--- src/hdl/lmc_defines.svh ---
`ifndef LMC_DEFINES_SVH
`define LMC_DEFINES_SVH

// Register numbers on the command port
`define LMC_REG_CONFIG     8'h33
`define LMC_REG_GRID       8'h34
`define LMC_REG_FCF_THZ    8'h35
`define LMC_REG_FCF_FINE   8'h36

// Behaviour configuration fields
`define LMC_BIT_ALARM_TUNE 1
`define LMC_BIT_SHUTDOWN   2
`define LMC_BIT_ERR_FLAG   4
`define LMC_CONFIG_MASK    16'h0016

// Fatal status bits that mark a fatal condition
`define LMC_FATAL_HI       10
`define LMC_FATAL_LO       8

// Reset values of the non-volatile registers when no stored image is loaded
`define LMC_RST_GRID       16'h01f4
`define LMC_RST_FCF_THZ    16'h00c2
`define LMC_RST_FCF_FINE   16'h06d6

// Frequency arithmetic
`define LMC_GHZ_PER_THZ    32'sh000003e8
`define LMC_TENTHS         32'sh0000000a

`endif

--- src/hdl/lmc_pkg.sv ---
package lmc_pkg;
  typedef enum logic [1:0] {
    LMC_ST_OK,
    LMC_ST_EXEC_ERR
  } lmc_status_t;

  typedef enum logic [1:0] {
    LMC_TS_IDLE,
    LMC_TS_CALC,
    LMC_TS_DONE
  } lmc_tune_t;
endpackage : lmc_pkg

--- src/hdl/lmc_config_regs.sv ---
`timescale 1ns/1ps
// Operation
// - With alarm_during_tuning set, alarm low during tune and while output disabled.
// - Tuning alarm released as soon as a tune completes.
// - alarm_during_tuning resets to 1.
// - With shutdown_on_fatal set, output disabled during masked fatal; bit resets to 0.
// - Fatal present when any fatal status bit 10..8 is set.
// - Fatal condition drives the active-low fatal line low.
// - error_flag_assert 1 sets both error latches for the current command.
// - error_flag_assert 0: never comm latch; exec latch only for failing pending commands.
// - Pending command ending in execution error always sets exec latch.
// - Service request asserted when an enabled latch flag becomes set.
// - error_flag_assert default from iface_select0 alone, inverted, caught at reset.
// - Registers non-volatile; defaults replaced by a stored configuration.
// - Grid spacing write with output enabled rejected as execution error.
// - Stored grid spacing used only at the next tune.
// - Frequency = (channel-1)*grid/10 + first-channel frequency, in GHz.
// - Grid spacing signed 16 bits in 0.1 GHz units.
// - Any grid spacing value accepted.
// - First-channel frequency: THz word and 0.1 GHz word, unsigned.
// - Output off on masked fatal with shutdown, software disable, or hardware disable.
`include "lmc_defines.svh"
module lmc_config_regs
  import lmc_pkg::*;
(
  input  wire logic        clk,
  input  wire logic        rst,
  // Command port from the serial interface decoder
  input  wire logic        cmd_valid,
  input  wire logic        cmd_write,
  input  wire logic [7:0]  cmd_reg,
  input  wire logic [15:0] cmd_wdata,
  output logic             rsp_valid,
  output lmc_status_t      rsp_status,
  output logic [15:0]      rsp_data,
  output logic             cmd_error,
  // Stored configuration image load
  input  wire logic        nv_load,
  input  wire logic [15:0] nv_config,
  input  wire logic [15:0] nv_grid,
  input  wire logic [15:0] nv_fcf_thz,
  input  wire logic [15:0] nv_fcf_fine,
  // Pins
  input  wire logic        iface_select0,
  input  wire logic        iface_select1,
  input  wire logic        hw_output_disable_n,
  // Device state
  input  wire logic        software_output_enable,
  input  wire logic [15:0] fatal_status_reg,
  input  wire logic [15:0] fatal_trigger_mask,
  input  wire logic        tune_start,
  input  wire logic [15:0] tune_channel,
  input  wire logic        cmd_exec_fail,
  input  wire logic        cmd_comm_fail,
  input  wire logic        cmd_pending,
  input  wire logic        latch_clear,
  input  wire logic [1:0]  srq_enable,
  // Outputs
  output logic             alarm_line_n,
  output logic             fatal_line_n,
  output logic             service_request_n,
  output logic             output_disable,
  output logic             execution_error_latch,
  output logic             comm_error_latch,
  output logic             tune_done,
  output logic [15:0]      freq_thz,
  output logic [15:0]      freq_fine
);

  logic              sel0_s;
  logic              sel1_s;
  logic              dis_n_s;
  logic              strap_pend;
  logic [2:0]        strap_wait;
  logic [15:0]       module_behaviour_config;
  logic [15:0]       channel_grid_spacing;
  logic [15:0]       first_channel_freq_thz;
  logic [15:0]       first_channel_freq_fine;
  logic              alarm_during_tuning;
  logic              shutdown_on_fatal;
  logic              error_flag_assert;
  logic              fatal_now;
  logic              disable_now;
  logic              tuning;
  lmc_tune_t         tune_state;
  logic signed [31:0] calc_ghz10;
  logic signed [31:0] next_ghz10;
  logic [31:0]       ghz10_u;
  logic              wr_ok;
  logic              rd_ok;
  logic              grid_block;
  logic [15:0]       rd_mux;
  logic              set_xel;
  logic              set_cel;

  // Pin synchronisers
  lmc_sync2 u_sync_sel0 (.clk(clk), .rst(rst), .din(iface_select0),       .dout(sel0_s));
  lmc_sync2 u_sync_sel1 (.clk(clk), .rst(rst), .din(iface_select1),       .dout(sel1_s));
  lmc_sync2 u_sync_dis  (.clk(clk), .rst(rst), .din(hw_output_disable_n), .dout(dis_n_s));

  // Behaviour fields of the configuration register
  assign alarm_during_tuning = module_behaviour_config[`LMC_BIT_ALARM_TUNE];
  assign shutdown_on_fatal   = module_behaviour_config[`LMC_BIT_SHUTDOWN];
  assign error_flag_assert   = module_behaviour_config[`LMC_BIT_ERR_FLAG];

  // Fatal and output disable terms
  assign fatal_now   = |fatal_status_reg[`LMC_FATAL_HI:`LMC_FATAL_LO];
  assign disable_now = (|(fatal_status_reg & fatal_trigger_mask) && shutdown_on_fatal && fatal_now)
                       || !software_output_enable || !dis_n_s;

  // Command decode
  assign grid_block = (cmd_reg == `LMC_REG_GRID) && !output_disable;
  assign wr_ok = cmd_valid && cmd_write && !grid_block &&
                 (cmd_reg == `LMC_REG_CONFIG || cmd_reg == `LMC_REG_GRID ||
                  cmd_reg == `LMC_REG_FCF_THZ || cmd_reg == `LMC_REG_FCF_FINE);
  assign rd_ok = cmd_valid && !cmd_write &&
                 (cmd_reg == `LMC_REG_CONFIG || cmd_reg == `LMC_REG_GRID ||
                  cmd_reg == `LMC_REG_FCF_THZ || cmd_reg == `LMC_REG_FCF_FINE);

  // Read data select
  always_comb begin
    unique case (cmd_reg)
      `LMC_REG_CONFIG:   rd_mux = module_behaviour_config;
      `LMC_REG_GRID:     rd_mux = channel_grid_spacing;
      `LMC_REG_FCF_THZ:  rd_mux = first_channel_freq_thz;
      `LMC_REG_FCF_FINE: rd_mux = first_channel_freq_fine;
      default:           rd_mux = 16'h0000;
    endcase
  end

  // Strap capture window: three cycles after release, so the last capture
  // sees the pin through both synchroniser stages, not their reset value
  always_ff @(posedge clk) begin
    if (rst) begin
      strap_wait <= 3'b111;
    end else begin
      strap_wait <= {strap_wait[1:0], 1'b0};
    end
  end

  assign strap_pend = strap_wait[2];

  // Behaviour configuration register
  always_ff @(posedge clk) begin
    if (rst) begin
      module_behaviour_config <= 16'h0002;
    end else if (strap_pend) begin
      module_behaviour_config <= 16'h0002 | {11'h000, ~sel0_s, 4'h0};
    end else if (nv_load) begin
      module_behaviour_config <= nv_config & `LMC_CONFIG_MASK;
    end else if (wr_ok && cmd_reg == `LMC_REG_CONFIG) begin
      module_behaviour_config <= cmd_wdata & `LMC_CONFIG_MASK;
    end
  end

  // Grid and first-channel frequency registers
  always_ff @(posedge clk) begin
    if (rst) begin
      channel_grid_spacing    <= `LMC_RST_GRID;
      first_channel_freq_thz  <= `LMC_RST_FCF_THZ;
      first_channel_freq_fine <= `LMC_RST_FCF_FINE;
    end else if (nv_load) begin
      channel_grid_spacing    <= nv_grid;
      first_channel_freq_thz  <= nv_fcf_thz;
      first_channel_freq_fine <= nv_fcf_fine;
    end else if (wr_ok) begin
      if (cmd_reg == `LMC_REG_GRID) begin
        channel_grid_spacing <= cmd_wdata;
      end
      if (cmd_reg == `LMC_REG_FCF_THZ) begin
        first_channel_freq_thz <= cmd_wdata;
      end
      if (cmd_reg == `LMC_REG_FCF_FINE) begin
        first_channel_freq_fine <= cmd_wdata;
      end
    end
  end

  // Command response
  always_ff @(posedge clk) begin
    if (rst) begin
      rsp_valid  <= 1'b0;
      rsp_status <= LMC_ST_OK;
      rsp_data   <= 16'h0000;
      cmd_error  <= 1'b0;
    end else begin
      rsp_valid <= cmd_valid;
      cmd_error <= cmd_valid && !(wr_ok || rd_ok);
      if (wr_ok) begin
        rsp_status <= LMC_ST_OK;
        rsp_data   <= (cmd_reg == `LMC_REG_CONFIG) ? (cmd_wdata & `LMC_CONFIG_MASK)
                                                   : cmd_wdata;
      end else if (rd_ok) begin
        rsp_status <= LMC_ST_OK;
        rsp_data   <= rd_mux;
      end else if (cmd_valid) begin
        rsp_status <= LMC_ST_EXEC_ERR;
        rsp_data   <= 16'h0000;
      end
    end
  end

  // Error latches, set wins over clear
  assign set_xel = (cmd_exec_fail && (cmd_pending || error_flag_assert))
                   || (cmd_valid && !(wr_ok || rd_ok) && error_flag_assert);
  assign set_cel = cmd_comm_fail && error_flag_assert;

  always_ff @(posedge clk) begin
    if (rst) begin
      execution_error_latch <= 1'b0;
      comm_error_latch      <= 1'b0;
    end else begin
      execution_error_latch <= set_xel || (execution_error_latch && !latch_clear);
      comm_error_latch      <= set_cel || (comm_error_latch && !latch_clear);
    end
  end

  // Service request on enabled latch
  always_ff @(posedge clk) begin
    if (rst) begin
      service_request_n <= 1'b1;
    end else begin
      service_request_n <= !((srq_enable[0] && (set_xel || (execution_error_latch && !latch_clear)))
                          || (srq_enable[1] && (set_cel || (comm_error_latch && !latch_clear))));
    end
  end

  // Tune sequencer: frequency computed from stored grid at tune time
  always_comb begin
    next_ghz10 = (32'(signed'({16'h0000, tune_channel})) - 32'sh1) * 32'(signed'(channel_grid_spacing))
               + 32'(signed'({16'h0000, first_channel_freq_thz})) * `LMC_GHZ_PER_THZ * `LMC_TENTHS
               + 32'(signed'({16'h0000, first_channel_freq_fine}));
  end

  assign ghz10_u = 32'(calc_ghz10);

  always_ff @(posedge clk) begin
    if (rst) begin
      tune_state <= LMC_TS_IDLE;
      calc_ghz10 <= 32'sh0;
      tuning     <= 1'b0;
      tune_done  <= 1'b0;
      freq_thz   <= 16'h0000;
      freq_fine  <= 16'h0000;
    end else begin
      tune_done <= 1'b0;
      unique case (tune_state)
        LMC_TS_IDLE: begin
          if (tune_start) begin
            calc_ghz10 <= next_ghz10;
            tuning     <= 1'b1;
            tune_state <= LMC_TS_CALC;
          end
        end
        LMC_TS_CALC: begin
          freq_thz   <= 16'(ghz10_u / 32'd10000);
          freq_fine  <= 16'(ghz10_u % 32'd10000);
          tune_state <= LMC_TS_DONE;
        end
        LMC_TS_DONE: begin
          tuning     <= 1'b0;
          tune_done  <= 1'b1;
          tune_state <= LMC_TS_IDLE;
        end
      endcase
    end
  end

  // Alarm, fatal and disable lines
  always_ff @(posedge clk) begin
    if (rst) begin
      alarm_line_n   <= 1'b1;
      fatal_line_n   <= 1'b1;
      output_disable <= 1'b1;
    end else begin
      alarm_line_n   <= !(alarm_during_tuning && (tuning || disable_now));
      fatal_line_n   <= !fatal_now;
      output_disable <= disable_now;
    end
  end

endmodule : lmc_config_regs

--- src/hdl/lmc_sync2.sv ---
`timescale 1ns/1ps
// Two flip-flop synchroniser for a pin level
module lmc_sync2 (
  input  wire logic clk,
  input  wire logic rst,
  input  wire logic din,
  output logic      dout
);
  logic stage1;

  // First stage feeds the second and nothing else
  always_ff @(posedge clk) begin
    if (rst) begin
      stage1 <= 1'b0;
      dout   <= 1'b0;
    end else begin
      stage1 <= din;
      dout   <= stage1;
    end
  end
endmodule : lmc_sync2
--- config.mk ---
export PLATFORM = sky130hd
export DESIGN_NAME = lmc_config_regs
export DESIGN_NICKNAME = d
export VERILOG_FILES = /design/src/hdl/lmc_pkg.sv /design/src/hdl/lmc_config_regs.sv /design/src/hdl/lmc_sync2.sv
export VERILOG_INCLUDE_DIRS = /design/src /design/src/hdl
export SDC_FILE = /design/constraint.sdc
export NUM_CORES = 2
export LEC_CHECK = 0
export ABC_CLOCK_PERIOD_IN_PS = 27700
export BUFFER_PORTS_ARGS = -buffer_cell sky130_fd_sc_hd__buf_4
export CAP_MARGIN = 20
export CORE_MARGIN = 10
export CORE_UTILIZATION = 35
export DETAILED_ROUTE_END_ITERATION = 10
export HOLD_SLACK_MARGIN = 0.03
export SLEW_MARGIN = 20
export SYNTH_ARGS = -nofsm -noshare
export SYNTH_HDL_FRONTEND = slang
export SYNTH_HIERARCHICAL = 1
export SYNTH_SLANG_ARGS = --single-unit
--- constraint.sdc ---
create_clock -name clk -period 27.7 [get_ports clk]
set_input_delay 1.385 -clock clk [delete_from_list [all_inputs] [get_ports clk]]
set_output_delay 1.385 -clock clk [all_outputs]
set_load 0.02 [all_outputs]
==> flow_summary_export.csv <==
group,metric,value,unit
timing,drv_slew,0,
placed_design,port-buffer-count,195,
worst_setup_path,cp.arrival,21.25,ns
route,drt-total-wl,78.5,mm
placed_design,dpl.hpwl,64.6,mm
route,detail_route.wl_per_cell,16.7,um
route,drc,0,
cells_and_area,fin_area,0.0321,sq mm
timing,finalSetupTns,0,ns
timing,slew_headroom,0.276,
clocking,cts_tree,"done",
synth,ys_types,125,
synth,synthesis.nets,4255,
route,drtPass1Iterations,5,
run_status,status,"finished, final reports clean",
job,drv_cap,0,
clocking,cts_sinks,151,
hold_path,min-delay-path-class,"register to register",
synth,synthesis.area,0.0291,sq mm
cells_and_area,drive_above_1_share,0.102,
floorplanning,core_area,0.0822,sq mm
worst_setup_path,cpLargestDelayFamily,"compound AO/OA/AOI/OAI gates",
global_routing,grt_first_pass_wirelength,130,mm
worst_setup_path,crit_type,"register to register",
route,drt_iter0_drc,1579,
synth,synth_ff_type,"dfxtp_1",
placed_design,placed_cell_area,0.0315,sq mm
hold_path,min_path_cells,1,
synth,synthArstFlopShare,0,
timing,min_period,20.87,ns
clocking,ctsHtreeMaxLevel,4,
cells_and_area,fin_nets,4347,
synth,yosys_warnings,6,
floorplanning,dieArea,0.0951,sq mm
floorplanning,initial_core_util,0.354,
floorplanning,fp-row-count,105,
synth,syn_avg_cell_area,8.26,sq um
global_routing,grt_max_degree,89,
timing,fin_crit_sh,0.754,
placed_design,routabilityCongestion,0.897,
synth,netlist_instances,3524,
timing,finalSetupViolations,0,
timing,finalHoldViolCount,0,
floorplanning,die_y,308,um
worst_setup_path,cp_data_required_time,28.07,ns
route,antenna_left,0,
worst_setup_path,ff2ff_path_depth,61,
worst_setup_path,startpoint_type,"register",
global_routing,grt_overflow_total,0,
clocking,clockBufferDepth,2,
clocking,clk_pin_slew,0.08,ns
cells_and_area,postLayoutCoreUtil,0.391,
timing,max_freq,0.0479,GHz
worst_setup_path,crit_fanout,21,
worst_setup_path,end_kind,"register",
worst_setup_path,path_buf_inv,0,
clocking,holdBufCountCts,0,
timing,tightest_slew,1.08,ns
hold_path,hold_path.startpoint,"strap_wait[0]",
floorplanning,die_w,308,um
cells_and_area,area_delta_synth_final,10.4,%
clocking,cts_inserted_buffers,17,
synth,ys_seq_area_frac,0.104,
timing,skew,0.0227,ns
worst_setup_path,ff2ff_setup_slack,6.83,ns
global_routing,gr-usage-all-layers,0.165,
clocking,cts_resized,0,
timing,hold_slack,0.416,ns
synth,synth_edf_count,0,
synth,ys_ff_latch,151,
route,vias,24500,
hold_path,min_to,"strap_wait[1]",
clocking,cts_root_buf,"clkbuf_16",
worst_setup_path,slowest_delay,0.79,ns
timing,rsz0062_at_grt,"no",
global_routing,grt_pass1_vias,24300,
route,via_per_inst,5.22,
clocking,clock_latency,0.49,ns
worst_setup_path,reg2reg_from,"calc_ghz10[31]",
worst_setup_path,slowest_stage,"a311oi_2",
worst_setup_path,worstReg2RegEnd,"freq_fine[7]",
clocking,post_cts_buffers,0,
floorplanning,num_io_pins,211,
global_routing,antenna_found_initial,4,
routing by layer:
layer / vias up / GRT usage / share of wire
met2: 507 / 0.268 / 0.47
met5: - / 0 / 0.00048
li1: 12100 / - / -
met4: 6 / 0.0332 / 0.015
met3: 65 / 0.0234 / 0.043
met1: 11900 / 0.231 / 0.48
metrics by stage:
step | setup WS, ns | std cells
2_1_floorplan | 11.23 | 3524
3_3_place_gp | 7.26 | 4667
3_5_place_dp | 7.19 | 4667
4_1_cts | 7.14 | 4699
5_1_grt | 5.15 | 4699
6_report | 6.83 | 4700
Yosys cell counts (58+ instances only):
cell type | n | share of area
a21oi_1 | 252 | 0.043
mux2i_1 | 107 | 0.037
ha_1 | 212 | 0.091
clkbuf_1 | 126 | 0.016
dfxtp_1 | 151 | 0.10
nor2b_1 | 62 | 0.013
xnor2_1 | 138 | 0.042
nor2_1 | 209 | 0.027
o21ai_0 | 90 | 0.015
nor3_1 | 58 | 0.010
inv_1 | 474 | 0.061
and2_1 | 89 | 0.019
nand2_1 | 398 | 0.051
fa_1 | 367 | 0.25
registers in the layout, summed over array words and instances (netlist names), 2 cells and up:
| signal | cells |
|---|---|
| first_channel_freq_thz | 16 |
| calc_ghz10 | 32 |
| tune_state | 2 |
| strap_wait | 3 |
| freq_thz | 16 |
| freq_fine | 16 |
| rsp_data | 16 |
| module_behaviour_config | 3 |
| channel_grid_spacing | 16 |
| first_channel_freq_fine | 16 |
worst max-delay path by stage:
stage | depth (start not counted) | endpoint | startpoint
2_1_floorplan | 65 | freq_fine[7] | calc_ghz10[24]
3_3_place_gp | 61 | freq_fine[7] | calc_ghz10[31]
3_5_place_dp | 60 | freq_fine[7] | calc_ghz10[31]
4_1_cts | 60 | freq_fine[7] | calc_ghz10[31]
5_1_grt | 60 | freq_fine[7] | calc_ghz10[31]
6_report | 61 | freq_fine[7] | calc_ghz10[31]
final cells by class:
class,count,area (sq um)
diodes,1,2.50
clock buffers,17,425
clock inverters,15,179
fillers,8439,50100
inverters,474,1780
multi-input cells,2749,23700
flip-flops and latches,151,3020
well taps,1070,1340
repair buffers,223,1670
cells by family (layout without fill, tap and decap cells):
logic type,Yosys count,in the layout,share of synthesized area
buf+inv,624,729,0.0821
fa+ha+maj,589,589,0.347
xor+xnor,176,176,0.0532
mux,133,133,0.0473
compound gates,789,789,0.188
flops,151,151,0.104
simple gates,1061,1061,0.178
other cells,1,2,0.000129
worst register-to-register path: cells and delay by family (launching register included):
| family | cells | cell delay (ns) |
|---|---|---|
| flip-flops | 1 | 0.77 |
| XOR/XNOR | 7 | 3.12 |
| multiplexers | 2 | 0.78 |
| AND/OR/NAND/NOR | 10 | 2.62 |
| adder cells (fa/ha/maj) | 4 | 1.43 |
| AO/OA/AOI/OAI | 38 | 12.07 |
placed cells by master, fill, tap and decap left out, drive strengths merged, types with 24 or more instances in the layout:
master	n
o21a	27
a31oi	33
mux2i	109
or2	27
xnor2	138
xor2	38
buf	223
o21ai	113
nand3	42
inv	482
ha	212
nor2	211
mux2	24
o21bai	56
dfxtp	151
nor4	25
a211oi	30
and2	89
nand2	399
nor3	62
nand2b	46
a21oi	262
a21o	35
nor2b	62
fa	367
Power is not shown: default switching activity piles up to over one toggle a cycle in this logic, so the estimate is an artifact.
